## src/rtl/ostpg_regs.svh

```systemverilog
// Register offsets, field positions, reset values and mode codes of the one-shot timer
`ifndef OSTPG_REGS_SVH
`define OSTPG_REGS_SVH

`define OSTPG_OFF_COUNT      8'h00
`define OSTPG_OFF_PERIOD     8'h04
`define OSTPG_OFF_RUNSCALE   8'h08
`define OSTPG_OFF_MODESYNC   8'h0c
`define OSTPG_OFF_CLKSEL     8'h10
`define OSTPG_OFF_RSTSEL     8'h14
`define OSTPG_OFF_PWCOMP     8'h18
`define OSTPG_OFF_STATUS     8'h1c

`define OSTPG_RUN_BIT        7
`define OSTPG_PRESCALE_HI    6
`define OSTPG_PRESCALE_LO    4
`define OSTPG_POSTSCALE_HI   3
`define OSTPG_POSTSCALE_LO   0
`define OSTPG_PSYNC_BIT      7
`define OSTPG_CPOL_BIT       6
`define OSTPG_CSYNC_BIT      5
`define OSTPG_MODE_HI        4
`define OSTPG_MODE_LO        0
`define OSTPG_SEL_HI         3
`define OSTPG_SEL_LO         0
`define OSTPG_ST_PULSE_BIT   0
`define OSTPG_ST_ACTIVE_BIT  1

`define OSTPG_MODE_ONESHOT   5'h08
`define OSTPG_RST_COUNT      8'h00
`define OSTPG_RST_PERIOD     8'hff
`define OSTPG_RST_CTRL       8'h00
`define OSTPG_RST_PWCOMP     8'h00

`endif

```

## src/rtl/ostpg_pkg.sv

```systemverilog
// Types shared by the one-shot timer and pulse gate
package ostpg_pkg;

  typedef enum logic [1:0] {
    OSTPG_IDLE   = 2'b01,
    OSTPG_ACTIVE = 2'b10
  } ostpg_phase_type;

  typedef struct packed {
    ostpg_phase_type phase;
    logic [7:0]      count;
    logic [7:0]      period;
    logic            run;
    logic [2:0]      prescale;
    logic [3:0]      postscale;
    logic            psync;
    logic            cpol;
    logic            csync;
    logic [4:0]      mode;
    logic [3:0]      clk_src;
    logic [3:0]      rst_src;
    logic [7:0]      pw_comp;
    logic [6:0]      pre_cnt;
    logic            width_done;
    logic            pulse;
    logic            ack;
    logic [31:0]     rdata;
  } ostpg_state_type;

endpackage

```

## src/rtl/ostpg_top.sv

```systemverilog
// One-shot period timer with pulse-width gate, Wishbone classic register slave
`timescale 1ns/1ps
`default_nettype none
`include "ostpg_regs.svh"

module ostpg_top #(
  parameter int CNT_W = 8
) (
  input  wire logic        clk_i,   // System and timer clock, 100 MHz
  input  wire logic        rst_i,   // Synchronous reset, active high
  input  wire logic        cyc_i,   // Wishbone cycle
  input  wire logic        stb_i,   // Wishbone strobe
  input  wire logic        we_i,    // Wishbone write enable
  input  wire logic [7:0]  adr_i,   // Wishbone byte address
  input  wire logic [3:0]  sel_i,   // Wishbone byte selects
  input  wire logic [31:0] dat_i,   // Wishbone write data
  output logic      [31:0] dat_o,   // Wishbone read data
  output logic             ack_o,   // Wishbone acknowledge
  output logic             pulse_o  // Pulse-width output
);

  // Count, period and compare fields are fixed at one byte
  if (CNT_W != 8) begin : g_width_check
    $error("ostpg_top: only an 8-bit counter is supported");
  end

  ostpg_pkg::ostpg_state_type s_q;
  ostpg_pkg::ostpg_state_type s_d;

  logic       req;
  logic       wr_now;
  logic       tick;
  logic       oneshot;
  logic       per_match;
  logic [6:0] pre_top;
  logic [7:0] rd_val;
  logic [7:0] wbyte;

  assign req     = cyc_i & stb_i;
  // Writes commit on the edge that the master sees ack, so data and ack line up
  assign wr_now  = req & we_i & s_q.ack & sel_i[0];
  assign wbyte   = dat_i[7:0];
  assign oneshot = (s_q.mode == `OSTPG_MODE_ONESHOT);
  assign pre_top = 7'((8'h01 << s_q.prescale) - 8'h01);
  assign tick    = s_q.run && (s_q.pre_cnt == pre_top);
  assign per_match = (s_q.count == s_q.period);

  always_comb begin
    rd_val = 8'h00;
    if (adr_i == `OSTPG_OFF_COUNT) begin
      rd_val = s_q.count;
    end else if (adr_i == `OSTPG_OFF_PERIOD) begin
      rd_val = s_q.period;
    end else if (adr_i == `OSTPG_OFF_RUNSCALE) begin
      rd_val = {s_q.run, s_q.prescale, s_q.postscale};
    end else if (adr_i == `OSTPG_OFF_MODESYNC) begin
      rd_val = {s_q.psync, s_q.cpol, s_q.csync, s_q.mode};
    end else if (adr_i == `OSTPG_OFF_CLKSEL) begin
      rd_val = {4'h0, s_q.clk_src};
    end else if (adr_i == `OSTPG_OFF_RSTSEL) begin
      rd_val = {4'h0, s_q.rst_src};
    end else if (adr_i == `OSTPG_OFF_PWCOMP) begin
      rd_val = s_q.pw_comp;
    end else if (adr_i == `OSTPG_OFF_STATUS) begin
      rd_val = {6'h00, s_q.phase == ostpg_pkg::OSTPG_ACTIVE, s_q.pulse};
    end
  end

  always_comb begin
    s_d = s_q;

    // Bus slave: one wait state, unmapped addresses answer with zero
    s_d.ack = req & ~s_q.ack;
    if (req & ~s_q.ack) begin
      s_d.rdata = {24'h000000, rd_val};
    end

    // Counting; the prescaler only advances while running
    if (s_q.run) begin
      s_d.pre_cnt = tick ? 7'h00 : 7'(s_q.pre_cnt + 7'h01);
    end
    case (s_q.phase)
      ostpg_pkg::OSTPG_IDLE: begin
        s_d.pulse = 1'b0;
        if (s_q.run && !oneshot && tick) begin
          s_d.count = per_match ? 8'h00 : 8'(s_q.count + 8'h01);
        end
      end
      ostpg_pkg::OSTPG_ACTIVE: begin
        if (tick) begin
          if (per_match) begin
            s_d.count = 8'h00;
            s_d.run   = 1'b0;
            s_d.phase = ostpg_pkg::OSTPG_IDLE;
            s_d.pulse = 1'b0;
          end else begin
            s_d.count = 8'(s_q.count + 8'h01);
          end
        end
        if (s_q.run && s_q.count == s_q.pw_comp) begin
          s_d.width_done = 1'b1;
        end
      end
      default: begin
        s_d.phase = ostpg_pkg::OSTPG_IDLE;
      end
    endcase

    // Software writes win over the hardware clear of run in the same edge
    if (wr_now) begin
      if (adr_i == `OSTPG_OFF_COUNT) begin
        s_d.count = wbyte;
      end else if (adr_i == `OSTPG_OFF_PERIOD) begin
        s_d.period = wbyte;
      end else if (adr_i == `OSTPG_OFF_RUNSCALE) begin
        s_d.run       = wbyte[`OSTPG_RUN_BIT];
        s_d.prescale  = wbyte[`OSTPG_PRESCALE_HI:`OSTPG_PRESCALE_LO];
        s_d.postscale = wbyte[`OSTPG_POSTSCALE_HI:`OSTPG_POSTSCALE_LO];
      end else if (adr_i == `OSTPG_OFF_MODESYNC) begin
        s_d.psync = wbyte[`OSTPG_PSYNC_BIT];
        s_d.cpol  = wbyte[`OSTPG_CPOL_BIT];
        s_d.csync = wbyte[`OSTPG_CSYNC_BIT];
        s_d.mode  = wbyte[`OSTPG_MODE_HI:`OSTPG_MODE_LO];
      end else if (adr_i == `OSTPG_OFF_CLKSEL) begin
        s_d.clk_src = wbyte[`OSTPG_SEL_HI:`OSTPG_SEL_LO];
      end else if (adr_i == `OSTPG_OFF_RSTSEL) begin
        s_d.rst_src = wbyte[`OSTPG_SEL_HI:`OSTPG_SEL_LO];
      end else if (adr_i == `OSTPG_OFF_PWCOMP) begin
        s_d.pw_comp = wbyte;
      end
    end

    // In one-shot mode a set of run from idle opens a fresh cycle; from active it only resumes
    if (s_d.run && oneshot && s_d.phase == ostpg_pkg::OSTPG_IDLE) begin
      s_d.phase      = ostpg_pkg::OSTPG_ACTIVE;
      s_d.width_done = 1'b0;
      s_d.pre_cnt    = 7'h00;
    end
    // Drive stays on while paused, so a pause stretches it by the stopped time
    if (s_d.phase == ostpg_pkg::OSTPG_ACTIVE) begin
      s_d.pulse = !s_d.run || !s_d.width_done;
    end
  end

  always_ff @(posedge clk_i) begin
    if (rst_i) begin
      s_q            <= '0;
      s_q.phase      <= ostpg_pkg::OSTPG_IDLE;
      s_q.count      <= `OSTPG_RST_COUNT;
      s_q.period     <= `OSTPG_RST_PERIOD;
      s_q.pw_comp    <= `OSTPG_RST_PWCOMP;
    end else begin
      s_q <= s_d;
    end
  end

  assign dat_o   = s_q.rdata;
  assign ack_o   = s_q.ack;
  assign pulse_o = s_q.pulse;

  // Checks
  logic active;
  logic idle;
  assign active = (s_q.phase == ostpg_pkg::OSTPG_ACTIVE);
  assign idle   = (s_q.phase == ostpg_pkg::OSTPG_IDLE);
endmodule // ostpg_top
`default_nettype wire

```

## config.mk

```make
export PLATFORM = sky130hd
export DESIGN_NAME = ostpg_top
export DESIGN_NICKNAME = d
export VERILOG_FILES = /design/src/rtl/ostpg_pkg.sv /design/src/rtl/ostpg_top.sv
export VERILOG_INCLUDE_DIRS = /design/src /design/src/rtl
export SDC_FILE = /design/constraint.sdc
export NUM_CORES = 1
export LEC_CHECK = 0
export BUFFER_PORTS_ARGS = -buffer_cell sky130_fd_sc_hd__buf_2
export CAP_MARGIN = 30
export CORE_ASPECT_RATIO = 2
export CORE_MARGIN = 2
export CORE_UTILIZATION = 53
export CTS_CLUSTER_DIAMETER = 40
export DETAILED_ROUTE_END_ITERATION = 12
export GPL_ROUTABILITY_DRIVEN = 0
export PLACE_DENSITY = 0.78
export SETUP_SLACK_MARGIN = 0.2
export SLEW_MARGIN = 20
export SYNTH_ARGS = -nofsm -noshare
export SYNTH_HDL_FRONTEND = slang
export SYNTH_SLANG_ARGS = --single-unit
export TNS_END_PERCENT = 20
```

## constraint.sdc

```tcl
create_clock -name clk_i -period 2.75 [get_ports clk_i]
set_input_delay 0.55 -clock clk_i [delete_from_list [all_inputs] [get_ports clk_i]]
set_output_delay 0.55 -clock clk_i [all_outputs]
set_load 0.02 [all_outputs]
```

==> out/results.tsv <==
stage	metric	value	unit
floorplan	Initial Utilization	53.7	%
global_route	total track usage	24.9	%
global_route	global-route track usage on met1	31.7	%
synthesis	sequential element share of the synthesized area	33.9	%
sta	Slew Limit Headroom	56.8	%
layout	Area Growth Syn to Fin	9.68	%
worst_hold_path	hold path startpoint	dat_o[0]	
critical_path	Data required, critical path	2940	ps
pwr	total leakage power	1.63	nW
floorplan	Die Area	8340	µm²
job	Max-Cap Viols	0	
clock_network	CTS max path bufs	2	
global_route	number of global-route vias before repair	3194	
synthesis	Syn Inst Count	494	
drt	routed via count	3532	
floorplan	Ports	83	
pwr	Pwr Total	0.00225	W
sta	Worst-Margin Slew	649	ps
clock_network	Post-CTS Setup Inserts	0	
placed_design	PortBufs	31	
critical_path	Setup crit end kind	flip-flop	
sta	Final period util	84.6	%
sta	final setup TNS	0	ps
global_route	largest net degree at the start of global routing	34	
synthesis	Yosys warnings	0	
clock_network	CTS Buf Count	9	
worst_hold_path	Worst Hold Path Cells	2	
layout	nets	565	
critical_path	flop-to-flop setup slack	420	ps
layout	share of cells above drive strength 1	16.9	%
floorplan	die width	65.6	µm
clock_network	clk root buf	clkbuf_16	
drt	Wirelength per Cell	15.9	µm
run_status	run status	finished, final reports clean	
drt	Routed Antenna Nets	0	
global_route	GR peak layer	met2	
synthesis	FF+latch count, synth	68	
pwr	PD cells	510	nW/µm²
drt	Pre-antenna DRT Iters	7	
drt	vias per cell	5.79	
critical_path	number of cells on the worst reg-to-reg path	8	
drt	DR iter-0 viols	319	
sta	Max Clock Freq	430	MHz
layout	commonest non-fill, non-tap cells in the layout	67 x dfxtp_1, 54 x nor2_1, 46 x nand2_1	
floorplan	# rows	45	
floorplan	Die Y	127	µm
critical_path	crit path from	s_q[71]	
sta	pins over their slew limit	0	
drt	drt drc	0	
synthesis	Synth cell types	62	
clock_network	clock slew at reported path FFs	50	ps
sta	Finish-stage setup viols	0	
critical_path	critical path fanouts, max	10	
critical_path	Crit Path Category	reg2reg	
sta	final setup skew	4.41	ps
clock_network	clk_lat worst skew	340	ps
global_route	grt total ovfl	0	
placed_design	DP HPWL	6980	µm
synthesis	async set-or-reset flop fraction in the synthesized netlist	0	%
critical_path	startpoint type of the worst setup path	flip-flop	
global_route	first-pass GRT wire length	15900	µm
synthesis	main flop type after synthesis	dfxtp_1	
clock_network	CTS sink count	68	
clock_network	# H-tree levels	3	
critical_path	Arr. time, crit path	2510	ps
worst_hold_path	Hold Crit Class	reg2reg	
floorplan	core area	7490	µm²
clock_network	CTS tree	yes	
global_route	met2 Usage GRT	39.7	%
drt	WL final	9670	µm
sta	Tmin final	2330	ps
synthesis	synthesized cell area	4020	µm²
synthesis	Syn Area/Cell	8.14	µm²
critical_path	R2R Path Start	s_q[71]	
pwr	VDD IR max	0.400	mV
layout	commonest non-fill, non-tap cell in the layout	dfxtp_1	
sta	final hold violations	0	
global_route	antenna violations before repair	0	
layout	Diodes inserted	0	
global_route	met3 Use GR	3.87	%
critical_path	RR Endpoint	pulse_o	
sta	unrepaired setup endpoints after global routing	false	
synthesis	EDFF count, synth	0	
worst_hold_path	Worst Hold Path EP	dat_o[0]	
## power breakdown
group / internal [W] / switching (W) / leakage [nW]
combinational: 0.0000334 / 0.0000952 / 0.939
sequential: 0.000988 / 0.00000143 / 0.549
clock: 0.000720 / 0.000409 / 0.140
## worst max-delay path by stage
stage,to,slack (ps)
2_1_floorplan,s_q[75],450
3_3_place_gp,pulse_o,370
3_5_place_dp,pulse_o,340
4_1_cts,pulse_o,310
5_1_grt,s_q[36],260
6_report,pulse_o,420
## logic make-up (layout without fill, tap and decap cells)
family / count (synthesis) / in the layout / share of synthesized area [%]
AO/OA/AOI/OAI: 108 / 108 / 18.5
XOR/XNOR: 22 / 22 / 4.79
adder cells (fa/ha/maj): 4 / 4 / 1.25
buffers and inverters: 76 / 75 / 11.2
flip-flops: 68 / 68 / 33.9
multiplexers: 22 / 22 / 6.16
other: 1 / 24 / 0.0933
AND/OR/NAND/NOR: 193 / 193 / 24.2
## synth_stat cells (2+ instances only)
library cell | n | area (µm²)
a211o_1 | 8 | 70.1
a211oi_1 | 2 | 15.0
a21oi_1 | 38 | 190
a222oi_1 | 4 | 40.0
a311oi_1 | 9 | 78.8
a31oi_1 | 3 | 18.8
a32o_1 | 2 | 20.0
and2_1 | 2 | 12.5
and3_1 | 7 | 43.8
and4b_1 | 2 | 20.0
buf_2 | 9 | 45.0
buf_4 | 36 | 270
buf_6 | 2 | 22.5
clkbuf_1 | 17 | 63.8
clkbuf_2 | 2 | 10.0
dfxtp_1 | 68 | 1360
ha_1 | 4 | 50.1
inv_1 | 10 | 37.5
mux2_2 | 2 | 22.5
mux2i_1 | 18 | 180
mux4_2 | 2 | 45.0
nand2_1 | 46 | 173
nand2b_1 | 8 | 50.1
nand3_1 | 22 | 110
nand4_1 | 5 | 31.3
nor2_1 | 54 | 203
nor2b_1 | 15 | 93.8
nor3_1 | 9 | 45.0
nor3b_2 | 4 | 50.1
nor4_1 | 5 | 31.3
o2111ai_1 | 2 | 17.5
o211ai_1 | 2 | 15.0
o21ai_0 | 15 | 75.1
o22ai_1 | 7 | 43.8
o31ai_1 | 2 | 15.0
or2_2 | 2 | 12.5
or3_1 | 4 | 25.0
xnor2_1 | 7 | 61.3
xor2_1 | 15 | 131
## state kept, by name, summed over array words and instances, names as in the netlist
| name | flops |
|---|---|
| ack_o | 1 |
| s_q | 58 |
| pulse_o | 1 |
| dat_o | 8 |
## timing repair
| action | 4_1_cts | 5_1_grt |
|---|---|---|
| hold buffers | 0 | 0 |
| setup endpoints to repair | 0 | 9 |
| resized for setup | 0 | 2 |
## critical path: stages, from the launching register on
cell and delay [ps]:
dfxtp_1 390, and4b_1 250, a31oi_1 150, a21oi_1 90, o211a_2 360, a211o_2 350, a21o_1 190, a221oi_1 310
a311oi_1 90
## final cells by class
type                    count  area, µm²
clock inverters             2       35.0
fillers                   686       3080
well taps                  94        118
multi-input cells         373       2290
clock buffers              13        250
flip-flops and latches     68       1360
inverters                  10       37.5
repair buffers             50        310
## metal layers
layer	vias to the layer above	routed length [µm]
li1	1737	-
met1	1638	4080
met2	128	4730
met3	29	509
met4	0	350
met5	-	0
## metrics by stage
stage               setup WS [ps]  hold WS, ps  util [%]  std cells  cell area (µm²)
detailed placement            336          445      55.0        595             4120
finish                        424          451      58.9        610             4410
global route                  260          464      58.9        610             4410
CTS                           313          452      58.8        610             4410
global placement              366          439      55.0        595             4120
floorplan                     450          431         -        517             4110
(Power assumes the default switching activity.)
